File: config.mk
export PLATFORM = sky130hd
export DESIGN_NAME = conv_seq
export DESIGN_NICKNAME = d
export VERILOG_FILES = /design/src/conv_seq_pkg.sv /design/src/slow_tick_div.sv /design/src/conv_seq.sv
export SDC_FILE = /design/constraint.sdc
export NUM_CORES = 1
export LEC_CHECK = 0
export BUFFER_PORTS_ARGS = -buffer_cell sky130_fd_sc_hd__buf_2
export CAP_MARGIN = 10
export CORE_MARGIN = 1.5
export CORE_UTILIZATION = 61
export DETAILED_ROUTE_END_ITERATION = 8
export GPL_TIMING_DRIVEN = 0
export MAX_ROUTING_LAYER = met4
export PLACE_DENSITY = 0.88
export SYNTH_ARGS = -nofsm -noshare
export SYNTH_HDL_FRONTEND = slang
export SYNTH_SLANG_ARGS = --single-unit
File: constraint.sdc
create_clock -name clock_i -period 4.1 [get_ports clock_i]
set_input_delay 0 -clock clock_i [delete_from_list [all_inputs] [get_ports clock_i]]
set_output_delay 0 -clock clock_i [all_outputs]
set_load 0.005 [all_outputs]
File: src/conv_seq_pkg.sv
// Constants, state codes and timing figures for the conversion sequencer.
// Assumes a single master clock domain; figures are master clock cycles, except high-speed settling counts, which are slow ticks.
//
// Behaviour
// - Start level is registered on each rising master clock edge before use.
// - One start pulse yields exactly one conversion.
// - Start held high keeps conversions running back to back at path timing.
// - A new start pulse mid-conversion flushes it and begins afresh.
// - Result-ready rises only after the selected filter fully settles, except for the first high-speed fast-response result, flagged unsettled.
// - Filter path select 1 picks low-latency, 0 picks wide-bandwidth.
// - Low-latency config 0 is single-cycle settling, 1 is fast response.
// - Single-cycle settling results use only the preceding conversion period.
// - Single-cycle settling codes 000-011 settle in 556/300/172/116 clocks.
// - Fast response rates 125k-4000k; settle 556/300/172/116 clocks, 265/229 slow ticks.
// - High-speed fast response: first result after start is flagged unsettled.
// - Rate codes 100 and 101 select high-speed mode; others low-speed.
// - Low-latency config low forces the low-latency path over path select.
// - Wide-bandwidth path waits for full settling after start before ready.
package conv_seq_pkg;

  // ****************************************************************
  // Widths and rate codes
  // ****************************************************************
  localparam int unsigned CNT_W          = 14;
  localparam int unsigned RATE_W         = 3;
  localparam logic [2:0]  RATE_125K      = 3'h0;
  localparam logic [2:0]  RATE_250K      = 3'h1;
  localparam logic [2:0]  RATE_500K      = 3'h2;
  localparam logic [2:0]  RATE_1000K     = 3'h3;
  localparam logic [2:0]  RATE_2000K     = 3'h4;
  localparam logic [2:0]  RATE_4000K     = 3'h5;
  localparam logic        PATH_LL        = 1'b1;
  localparam logic        CFG_FAST       = 1'b1;

  // ****************************************************************
  // Settling counts (low-latency in master clocks, high speed in slow ticks)
  // ****************************************************************
  localparam logic [13:0] LL_SETTLE_0    = 14'h022c;  // 556 clocks.
  localparam logic [13:0] LL_SETTLE_1    = 14'h012c;  // 300 clocks.
  localparam logic [13:0] LL_SETTLE_2    = 14'h00ac;  // 172 clocks.
  localparam logic [13:0] LL_SETTLE_3    = 14'h0074;  // 116 clocks.
  localparam logic [13:0] LL_SETTLE_4    = 14'h0109;  // 265 slow ticks.
  localparam logic [13:0] LL_SETTLE_5    = 14'h00e5;  // 229 slow ticks.
  localparam int unsigned WB_SETTLE_0    = 14062;     // Above 4096: top parameter.
  localparam int unsigned WB_SETTLE_1    = 7074;      // Above 4096: top parameter.
  localparam logic [13:0] WB_SETTLE_2    = 14'h0dc0;  // 3520 clocks.
  localparam logic [13:0] WB_SETTLE_3    = 14'h06e3;  // 1763 clocks.
  localparam logic [13:0] WB_SETTLE_4    = 14'h0a52;  // 2642 slow ticks.
  localparam logic [13:0] WB_SETTLE_5    = 14'h052c;  // 1324 slow ticks.

  // ****************************************************************
  // Output periods after settling, master clocks per result
  // ****************************************************************
  localparam logic [13:0] PERIOD_125K    = 14'h0100;
  localparam logic [13:0] PERIOD_250K    = 14'h0080;
  localparam logic [13:0] PERIOD_500K    = 14'h0040;
  localparam logic [13:0] PERIOD_1000K   = 14'h0020;
  localparam logic [13:0] PERIOD_2000K   = 14'h0010;
  localparam logic [13:0] PERIOD_4000K   = 14'h0008;

  localparam int unsigned HS_DIV_DEFAULT = 2;

  // ****************************************************************
  // Sequencer states
  // ****************************************************************
  typedef enum logic [2:0] {
    ST_IDLE   = 3'b001,
    ST_SETTLE = 3'b010,
    ST_CONV   = 3'b100
  } seq_state_t;

endpackage

File: src/slow_tick_div.sv
// Enable divider producing the high-speed settling tick.
// Assumes the same clock and reset as the sequencer.
`timescale 1ns/100ps
module slow_tick_div #(
  parameter int unsigned DIV = 2
) (
  input  wire logic clock_i,
  input  wire logic nrst_i,
  input  wire logic clear_i,
  output logic      tick_o
);
  localparam int unsigned W = (DIV > 1) ? $clog2(DIV) : 1;
  localparam logic [W-1:0] LAST = W'(DIV - 1);

  logic [W-1:0] cnt_q;
  logic [W-1:0] cnt_d;
  logic         tick_q;
  logic         tick_d;

  // Clearing aligns the tick phase with each accepted start.
  always_comb begin
    cnt_d  = cnt_q + W'(1);
    tick_d = 1'b0;
    if (clear_i) begin
      cnt_d = '0;
    end else if (cnt_q == LAST) begin
      cnt_d  = '0;
      tick_d = 1'b1;
    end
  end

  // Registers only.
  always_ff @(posedge clock_i or negedge nrst_i) begin
    if (!nrst_i) begin
      cnt_q  <= '0;
      tick_q <= 1'b0;
    end else begin
      cnt_q  <= cnt_d;
      tick_q <= tick_d;
    end
  end

  assign tick_o = tick_q;
endmodule

File: src/conv_seq.sv
// Conversion start and filter settling sequencer of a delta-sigma converter.
// Assumes control pins arrive asynchronously and clock_i is the master clock.
`timescale 1ns/100ps
module conv_seq
  import conv_seq_pkg::*;
#(
  parameter int unsigned WB_SETTLE_125K = WB_SETTLE_0,
  parameter int unsigned WB_SETTLE_250K = WB_SETTLE_1,
  parameter int unsigned HS_DIV         = HS_DIV_DEFAULT
) (
  input  wire logic        clock_i,
  input  wire logic        nrst_i,
  input  wire logic        start_i,
  input  wire logic        filter_path_select_i,
  input  wire logic        low_latency_config_i,
  input  wire logic [2:0]  rate_select_i,
  output logic             result_ready_o,
  output logic             result_unsettled_o,
  output logic             low_latency_active_o,
  output logic             high_speed_mode_o,
  output logic             busy_o
);

  // ****************************************************************
  // Input synchronisers
  // ****************************************************************
  logic       start_s1_q, start_s2_q, start_s3_q;
  logic       path_s1_q, path_s2_q, cfg_s1_q, cfg_s2_q;
  logic [2:0] rate_s1_q, rate_s2_q;

  // Pins are asynchronous to the master clock, so two flops come first.
  always_ff @(posedge clock_i or negedge nrst_i) begin
    if (!nrst_i) begin
      start_s1_q <= 1'b0;
      start_s2_q <= 1'b0;
      start_s3_q <= 1'b0;
      path_s1_q  <= 1'b0;
      path_s2_q  <= 1'b0;
      cfg_s1_q   <= 1'b0;
      cfg_s2_q   <= 1'b0;
      rate_s1_q  <= RATE_125K;
      rate_s2_q  <= RATE_125K;
    end else begin
      start_s1_q <= start_i;
      start_s2_q <= start_s1_q;
      start_s3_q <= start_s2_q;
      path_s1_q  <= filter_path_select_i;
      path_s2_q  <= path_s1_q;
      cfg_s1_q   <= low_latency_config_i;
      cfg_s2_q   <= cfg_s1_q;
      rate_s1_q  <= rate_select_i;
      rate_s2_q  <= rate_s1_q;
    end
  end

  logic start_rise;
  assign start_rise = start_s2_q & ~start_s3_q;

  // ****************************************************************
  // Timing lookups
  // ****************************************************************
  function automatic logic is_high_speed(input logic [2:0] rate);
    return (rate == RATE_2000K) || (rate == RATE_4000K);
  endfunction

  // Settling length; high-speed codes count slow ticks. Codes 110 and 111
  // are undefined and fall back to the 1000k figures.
  function automatic logic [CNT_W-1:0] settle_len(input logic ll, input logic [2:0] rate);
    logic [CNT_W-1:0] v;
    v = ll ? LL_SETTLE_3 : WB_SETTLE_3;
    case (rate)
      RATE_125K:  v = ll ? LL_SETTLE_0 : CNT_W'(WB_SETTLE_125K);
      RATE_250K:  v = ll ? LL_SETTLE_1 : CNT_W'(WB_SETTLE_250K);
      RATE_500K:  v = ll ? LL_SETTLE_2 : WB_SETTLE_2;
      RATE_2000K: v = ll ? LL_SETTLE_4 : WB_SETTLE_4;
      RATE_4000K: v = ll ? LL_SETTLE_5 : WB_SETTLE_5;
      default:    v = ll ? LL_SETTLE_3 : WB_SETTLE_3;
    endcase
    return v;
  endfunction

  function automatic logic [CNT_W-1:0] period_len(input logic [2:0] rate);
    logic [CNT_W-1:0] v;
    v = PERIOD_1000K;
    case (rate)
      RATE_125K:  v = PERIOD_125K;
      RATE_250K:  v = PERIOD_250K;
      RATE_500K:  v = PERIOD_500K;
      RATE_2000K: v = PERIOD_2000K;
      RATE_4000K: v = PERIOD_4000K;
      default:    v = PERIOD_1000K;
    endcase
    return v;
  endfunction

  // ****************************************************************
  // Slow settling tick
  // ****************************************************************
  logic hs_tick;

  slow_tick_div #(
    .DIV     (HS_DIV)
  ) u_div (
    .clock_i (clock_i),
    .nrst_i  (nrst_i),
    .clear_i (start_rise),
    .tick_o  (hs_tick)
  );

  // ****************************************************************
  // Sequencer
  // ****************************************************************
  seq_state_t       state_q, state_d;
  logic [CNT_W-1:0] cnt_q, cnt_d;
  logic             ll_q, ll_d, fast_q, fast_d, hs_q, hs_d;
  logic [2:0]       rate_q, rate_d;
  logic             ready_q, ready_d, unsettled_q, unsettled_d;
  logic             ll_now, step;
  logic [CNT_W-1:0] limit;

  // Path decision: config low overrides the path pin.
  assign ll_now = (path_s2_q == PATH_LL) | ~cfg_s2_q;
  // High speed advances on slow ticks while settling, and for every conversion
  // in single-cycle settling, since each one spans a full settling time.
  assign step   = (hs_q && (state_q == ST_SETTLE || (ll_q && !fast_q))) ? hs_tick : 1'b1;
  // Single-cycle settling repeats the settle length as its period.
  assign limit  = (state_q == ST_SETTLE || (ll_q && !fast_q)) ?
                  settle_len(ll_q, rate_q) : period_len(rate_q);

  // Configuration is frozen at each accepted start; changes take effect
  // only on the next start, so stale-config results are the host's to drop.
  always_comb begin
    state_d     = state_q;
    cnt_d       = cnt_q;
    ll_d        = ll_q;
    fast_d      = fast_q;
    hs_d        = hs_q;
    rate_d      = rate_q;
    ready_d     = 1'b0;
    unsettled_d = unsettled_q;
    if (start_rise) begin
      state_d     = ST_SETTLE;
      cnt_d       = '0;
      ll_d        = ll_now;
      fast_d      = (cfg_s2_q == CFG_FAST);
      hs_d        = is_high_speed(rate_s2_q);
      rate_d      = rate_s2_q;
    end else begin
      case (state_q)
        ST_IDLE: begin
          cnt_d = '0;
        end
        ST_SETTLE: begin
          if (step) begin
            if (cnt_q == limit - CNT_W'(1)) begin
              ready_d     = 1'b1;
              unsettled_d = hs_q & ll_q & fast_q;
              cnt_d       = '0;
              state_d     = start_s2_q ? ST_CONV : ST_IDLE;
            end else begin
              cnt_d = cnt_q + CNT_W'(1);
            end
          end
        end
        ST_CONV: begin
          if (step) begin
            if (cnt_q == limit - CNT_W'(1)) begin
              ready_d     = 1'b1;
              unsettled_d = 1'b0;
              cnt_d       = '0;
              state_d     = start_s2_q ? ST_CONV : ST_IDLE;
            end else begin
              cnt_d = cnt_q + CNT_W'(1);
            end
          end
        end
        default: begin
          state_d = ST_IDLE;
          cnt_d   = '0;
        end
      endcase
    end
  end

  // Registers only.
  always_ff @(posedge clock_i or negedge nrst_i) begin
    if (!nrst_i) begin
      state_q     <= ST_IDLE;
      cnt_q       <= '0;
      ll_q        <= 1'b1;
      fast_q      <= 1'b0;
      hs_q        <= 1'b0;
      rate_q      <= RATE_125K;
      ready_q     <= 1'b0;
      unsettled_q <= 1'b0;
    end else begin
      state_q     <= state_d;
      cnt_q       <= cnt_d;
      ll_q        <= ll_d;
      fast_q      <= fast_d;
      hs_q        <= hs_d;
      rate_q      <= rate_d;
      ready_q     <= ready_d;
      unsettled_q <= unsettled_d;
    end
  end

  // Status outputs, all registered.
  logic busy_q;
  always_ff @(posedge clock_i or negedge nrst_i) begin
    if (!nrst_i) begin
      busy_q <= 1'b0;
    end else begin
      busy_q <= (state_d != ST_IDLE);
    end
  end

  assign result_ready_o       = ready_q;
  assign result_unsettled_o   = unsettled_q;
  assign low_latency_active_o = ll_q;
  assign high_speed_mode_o    = hs_q;
  assign busy_o               = busy_q;
endmodule

== Yosys cells after proc, flatten, opt, wreduce, memory -nomap -nowiden ==
Index checks and enable logic that the tools add are counted.

* $add $sub $neg: 3
* Equality and inequality tests: 16
* Multiplexer cells: 32
* Bitwise logic cells: 7
* Reduce and logical (&&, ||, !) cells: 9

{| class="wikitable"
|+ Operator list
! kind !! count
|-
| 14-bit 2-to-1 mux || 6
|-
| 14-bit one-hot mux with 5 select lines || 1
|-
| 9-bit one-hot mux with 5 select lines || 1
|-
| 12-bit 2-to-1 mux || 2
|-
| 11-bit 2-to-1 mux || 2
|-
| 3-bit == test (second input constant) || 5
|-
| 14-bit by 1-bit adder with 14-bit output (second input constant) || 1
|-
| 14-bit == test || 1
|-
| 14-bit by 1-bit subtractor with 14-bit output (second input constant) || 1
|-
| 1-bit 2-to-1 mux || 13
|-
| 13-bit 2-to-1 mux || 1
|-
| 3-bit 2-to-1 mux || 4
|-
| 3-bit by 1-bit == test with 1-bit output (second input constant) || 2
|-
| 3-bit by 2-bit == test with 1-bit output (second input constant) || 2
|-
| 2-bit != test (second input constant) || 3
|-
| 3-bit by 1-bit != test with 1-bit output (second input constant) || 2
|-
| 3-bit one-hot mux with 2 select lines || 1
|-
| 6-bit AND reduction || 1
|-
| 1-bit bitwise AND || 3
|-
| 3-bit logical NOT || 1
|-
| 1-bit inverter || 3
|-
| 1-bit logical AND || 2
|-
| 1-bit logical OR || 2
|-
| 2-bit by 1-bit != test with 1-bit output (second input constant) || 1
|-
| other kinds (6) || 6
|}

* Register bits after elaboration: 41
* Input bits: 8

== Logic depth before layout (Yosys ltp) ==
* Word-level depth: 11
* Mapped depth: 14
* Gate-level depth less buffers: 12

== Cells and area by module ==
From an unflattened synthesis, not the netlist that was laid out.

* Cell total of the unflattened synthesis: 274
* Area total of the unflattened synthesis: 2,533.7 um^2

{| class="wikitable"
|+ Modules (own cells, without submodules)
! module !! instances !! cells an instance !! area an instance (um^2)
|-
| conv_seq || 1 || 270 || 2,471.1
|-
| slow_tick_div || 1 || 4 || 62.6
|}

== Worst setup path after synthesis ==
Ideal clock, no wire load.

* Path kind: register to register
* Start point: register ll_q, in the netlist low_latency_active_o
* End point: register unsettled_q, in the netlist result_unsettled_o
* Arrival time: 3,183 ps
* Data required time: 3,972 ps
* Setup slack: 789 ps
* Cell stages (with the launch flop): 13
* Path buffers: 1
* Cell sequence: dfstp_2 -> buf_1 -> xor2_1 -> a22o_1 -> nand2_1 -> ha_1 -> a221o_1 -> o211a_1 -> a211oi_2 -> nand4b_1 -> or3_4 -> nor3_4 -> mux2_1

* Longest elaborated chain between the ends: 7
* Elaborated cells on any way between the ends: 24

{| class="wikitable"
|+ RTL lines
! what !! line !! text
|-
| start: declaration || conv_seq.sv:115 || <nowiki>logic ll_q, ll_d, fast_q, fast_d, hs_q, hs_d;</nowiki>
|-
| start signal: assignment || conv_seq.sv:199 || <nowiki>ll_q <= ll_d;</nowiki>
|-
| 11-bit 2-to-1 mux, or another cell as far along || conv_seq.sv:77 || <nowiki>default: v = ll ? LL_SETTLE_3 : WB_SETTLE_3;</nowiki>
|-
| 14-bit one-hot mux with 5 select lines / 1-bit logical OR (equally long branches) || conv_seq.sv:71, conv_seq.sv:125, conv_seq.sv:127 ||
|-
| 14-bit 2-to-1 mux || conv_seq.sv:127 || <nowiki>assign limit = (state_q == ST_SETTLE || (ll_q && !fast_q)) ?</nowiki>
|-
| 14-bit by 1-bit subtractor with 14-bit output || conv_seq.sv:155, conv_seq.sv:167 ||
|-
| 14-bit == test || conv_seq.sv:155, conv_seq.sv:167 ||
|-
| 2-bit != test (no source line) / 2-bit by 1-bit != test with 1-bit output (equally long branches) || n/a ||
|-
| 6-bit AND reduction (no source line) || n/a ||
|-
| end signal: assignment || conv_seq.sv:204 || <nowiki>unsettled_q <= unsettled_d;</nowiki>
|-
| end: declaration || conv_seq.sv:117 || <nowiki>logic ready_q, ready_d, unsettled_q, unsettled_d;</nowiki>
|}

Several ways; a longest one is shown, not always the timed one. The select of a mux whose other input is x is not followed.
A chain may end at the register's enable or synchronous reset.

== Final worst setup path ==
Ends and elaborated chain as after synthesis.

==> impl_metrics.env <==
export IMPL_place_area_um2=2720
export IMPL_synth_most_common_cell="dfrtp_1"
export IMPL_port_buffers=12
export IMPL_grt_ovfl_total=0
export IMPL_drt_pass1_iterations=5
export IMPL_crit_family="simple AND/OR/NAND/NOR gates"
export IMPL_fillers=282
export IMPL_rsz0062_at_grt="no"
export IMPL_yosysTopAreaCellShare_pct=37.6
export IMPL_syn_instance_count=291
export IMPL_ys_ff_latch=41
export IMPL_post_synth_mux_area_share_pct=2.56
export IMPL_regArea_um2=1030
export IMPL_synth_top_family_by_area="simple AND/OR/NAND/NOR gates"
export IMPL_power_density_nw_per_um2=373
export IMPL_route_detailed_drc=0
export IMPL_use_met1_pct=46.3
export IMPL_postSynthAreaPerCell_um2=8.91
export IMPL_fin_crit_sh_pct=93.4
export IMPL_grt_pass1_wl_um=11300
export IMPL_critPathArrivalTime_ns=4.02
export IMPL_drt_iter0_drc=325
export IMPL_drtAntennaViolNets=0
export IMPL_power_leakage_nw=1.19
export IMPL_slowest_stage="dfstp_2"
export IMPL_r2r_slack_ns=0.27
export IMPL_netlist_area_um2=2590
export IMPL_drv_cap=0
export IMPL_grt_busiest_layer="met2"
export IMPL_multi_input_area_um2=1470
export IMPL_min_path_type="in -> async"
export IMPL_crit_type="reg -> reg"
export IMPL_synth_edf_count=0
export IMPL_synth_commonest_cells="dfrtp_1, nand2_1, o21ai_0"
export IMPL_synth_fa_ha_area_share_pct=0.965
export IMPL_cp_common_cell="nand2_1"
export IMPL_synth_compound_area_share_pct=19.0
export IMPL_worstSetupStartpointType="flip-flop"
export IMPL_fin_skew_ns=0.0116
export IMPL_cp_max_fo=10
export IMPL_cts_buffer_depth=2
export IMPL_start_util_pct=63.9
export IMPL_vias=2448
export IMPL_wl_per_cell_um=19.3
export IMPL_max_stage_delay_ns=0.57
export IMPL_synthSimpleGateAreaFrac_pct=28.9
export IMPL_fmax_ghz=0.261
export IMPL_final_hold_violation_count=0
export IMPL_avgViaCountPerCell=6.65
export IMPL_fin_crit_ns=3.83
export IMPL_die_area_um2=4650
export IMPL_drv_slew=0
export IMPL_stdcell_area_um2=2920
export IMPL_clock_sinks=41
export IMPL_grt_usage_pct=34.9
export IMPL_syn_nets=301
export IMPL_async_reset_ff_share_pct=100
export IMPL_path_cells="buf_1 -> nand2b_1 -> nand2_1 -> nand2_1 -> ha_1 -> a221o_1 -> o211a_1 -> a211oi_2 -> nand4b_1 -> or3_4 -> nor3_4 -> mux2_1"
export IMPL_required_ns=4.29
export IMPL_htreeDepth=2
export IMPL_outcome="finished clean"
export IMPL_drive_above_1_share_pct=13.5
export IMPL_maxSlewHeadroom_pct=43.0
export IMPL_die_w_um=68.2
export IMPL_tightest_slew_ns=0.855
export IMPL_yosys_area_share_xor_xnor_pct=5.07
export IMPL_grt_pass1_vias=2261
export IMPL_grt_use_met3_pct=4.44
export IMPL_antenna_found_initial=0
export IMPL_cts_tree="done"
export IMPL_die_h_um=68.2
export IMPL_area_delta_synth_final_pct=12.4
export IMPL_synth_area_leaders="dfrtp_1, nand2_1, o21ai_0"
export IMPL_endpoint_kind="flip-flop"
export IMPL_peakVddDrop_v=0.000336
export IMPL_routed_wl_um=7090
export IMPL_ys_seq_area_share_pct=39.7
export IMPL_synth_ff_type="dfrtp_1"
export IMPL_rows=23
export IMPL_clk_latency_ns=0.30
export IMPL_cts_buffers_inserted=5
export IMPL_setup_viol=0
export IMPL_fin_tns_setup_ns=0
export IMPL_cts_setup_buffers=0
export IMPL_synth_top_area_cell="dfrtp_1"
export IMPL_place_hpwl_um=4480
export IMPL_core_area_um2=4060
export IMPL_io_pins=13
export IMPL_nets=327
export IMPL_grt_max_degree=42
export IMPL_diodes=0
export IMPL_crit_buf_inv=1
export IMPL_clk_pin_slew_worst_paths_ns=0.08
export IMPL_use_met2_pct=56.1
export IMPL_yosys_warnings=0
export IMPL_place_congestion=1.00
export IMPL_ys_types=65
export IMPL_root_buffer="clkbuf_8"
registers in the layout, indices dropped and copies added, names as in the netlist, 3 cells and up:
signal and count:
cnt_q 14, rate_s1_q 3, state_q 3, rate_q 3, rate_s2_q 3
worst paths after layout:
path / startpoint / end / cells after the start
worst max-delay path: low_latency_active_o / result_unsettled_o / 12
worst min-delay path: nrst_i / path_s2_q / 2
worst max register to register: low_latency_active_o / result_unsettled_o / 12
worst min register to register: start_s1_q / start_s2_q / 0
max in group asynchronous: nrst_i / cnt_q[1] / 2
min in group clock_i: low_latency_config_i / cfg_s1_q / 2
metal layers:
layer  wire length, µm  share of wire, %
met5                 0                 0
met1              2830                40
met3               554               7.8
met4               117               1.7
met2              3590                51
logic make-up (layout without fill, tap and decap cells):
kind of cell	Yosys count	count (layout)
AND/OR/NAND/NOR	129	129
AO/OA/AOI/OAI	74	74
flip-flops	41	41
buffers and inverters	24	51
XOR/XNOR	15	15
multiplexers	6	6
adder cells (fa/ha/maj)	2	2
through the flow:
step / utilization, % / total power [mW] / setup WS [ns] / hold WS (ns) / std cells
after floorplan: - / 0.653 / 0.789 / -0.296 / 291
after global placement: 66.9 / 0.725 / 0.310 / 0.108 / 353
after detailed placement: 66.9 / 0.728 / 0.300 / 0.109 / 353
after CTS: 71.6 / 1.07 / 0.261 / 0.331 / 368
after global routing: 71.8 / 1.13 / 0.110 / 0.336 / 368
final: 71.8 / 1.09 / 0.269 / 0.331 / 368
layout make-up:
type                            count  area share (%)
Inverter                            5           0.644
Multi-Input combinational cell    226            50.6
Clock inverter                      2            1.29
Tap cell                           50            2.15
Sequential cell                    41            35.3
Buffer                             19            2.79
Clock buffer                        6            2.83
Timing Repair Buffer               19            4.46
cells in the final DEF (no fill, tap or decap), types with 5 or more instances in the layout:
master,instances
a211o_1,5
a21oi_1,15
buf_2,14
clkbuf_1,15
clkbuf_8,6
dfrtp_1,39
dlygate4sd3_1,7
inv_1,5
nand2_1,33
nand2b_1,12
nand3_1,17
nor2_1,16
nor2b_1,6
nor3_1,5
o211ai_1,5
o21ai_0,22
xnor2_1,7
xor2_1,8
what timing repair did:
| action | CTS | global route |
|---|---|---|
| gates resized for setup | 0 | 1 |
| setup endpoints to repair | 0 | 3 |
| hold buffers | 7 | 0 |
| endpoints found under the hold margin | 45 | 0 |
where the power goes:
| part | internal, mW | switching, mW |
|---|---|---|
| registers | 0.426 | 0.0181 |
| clock network | 0.198 | 0.144 |
| logic | 0.108 | 0.194 |
No activity file was read; power rests on OpenSTA's default activity.
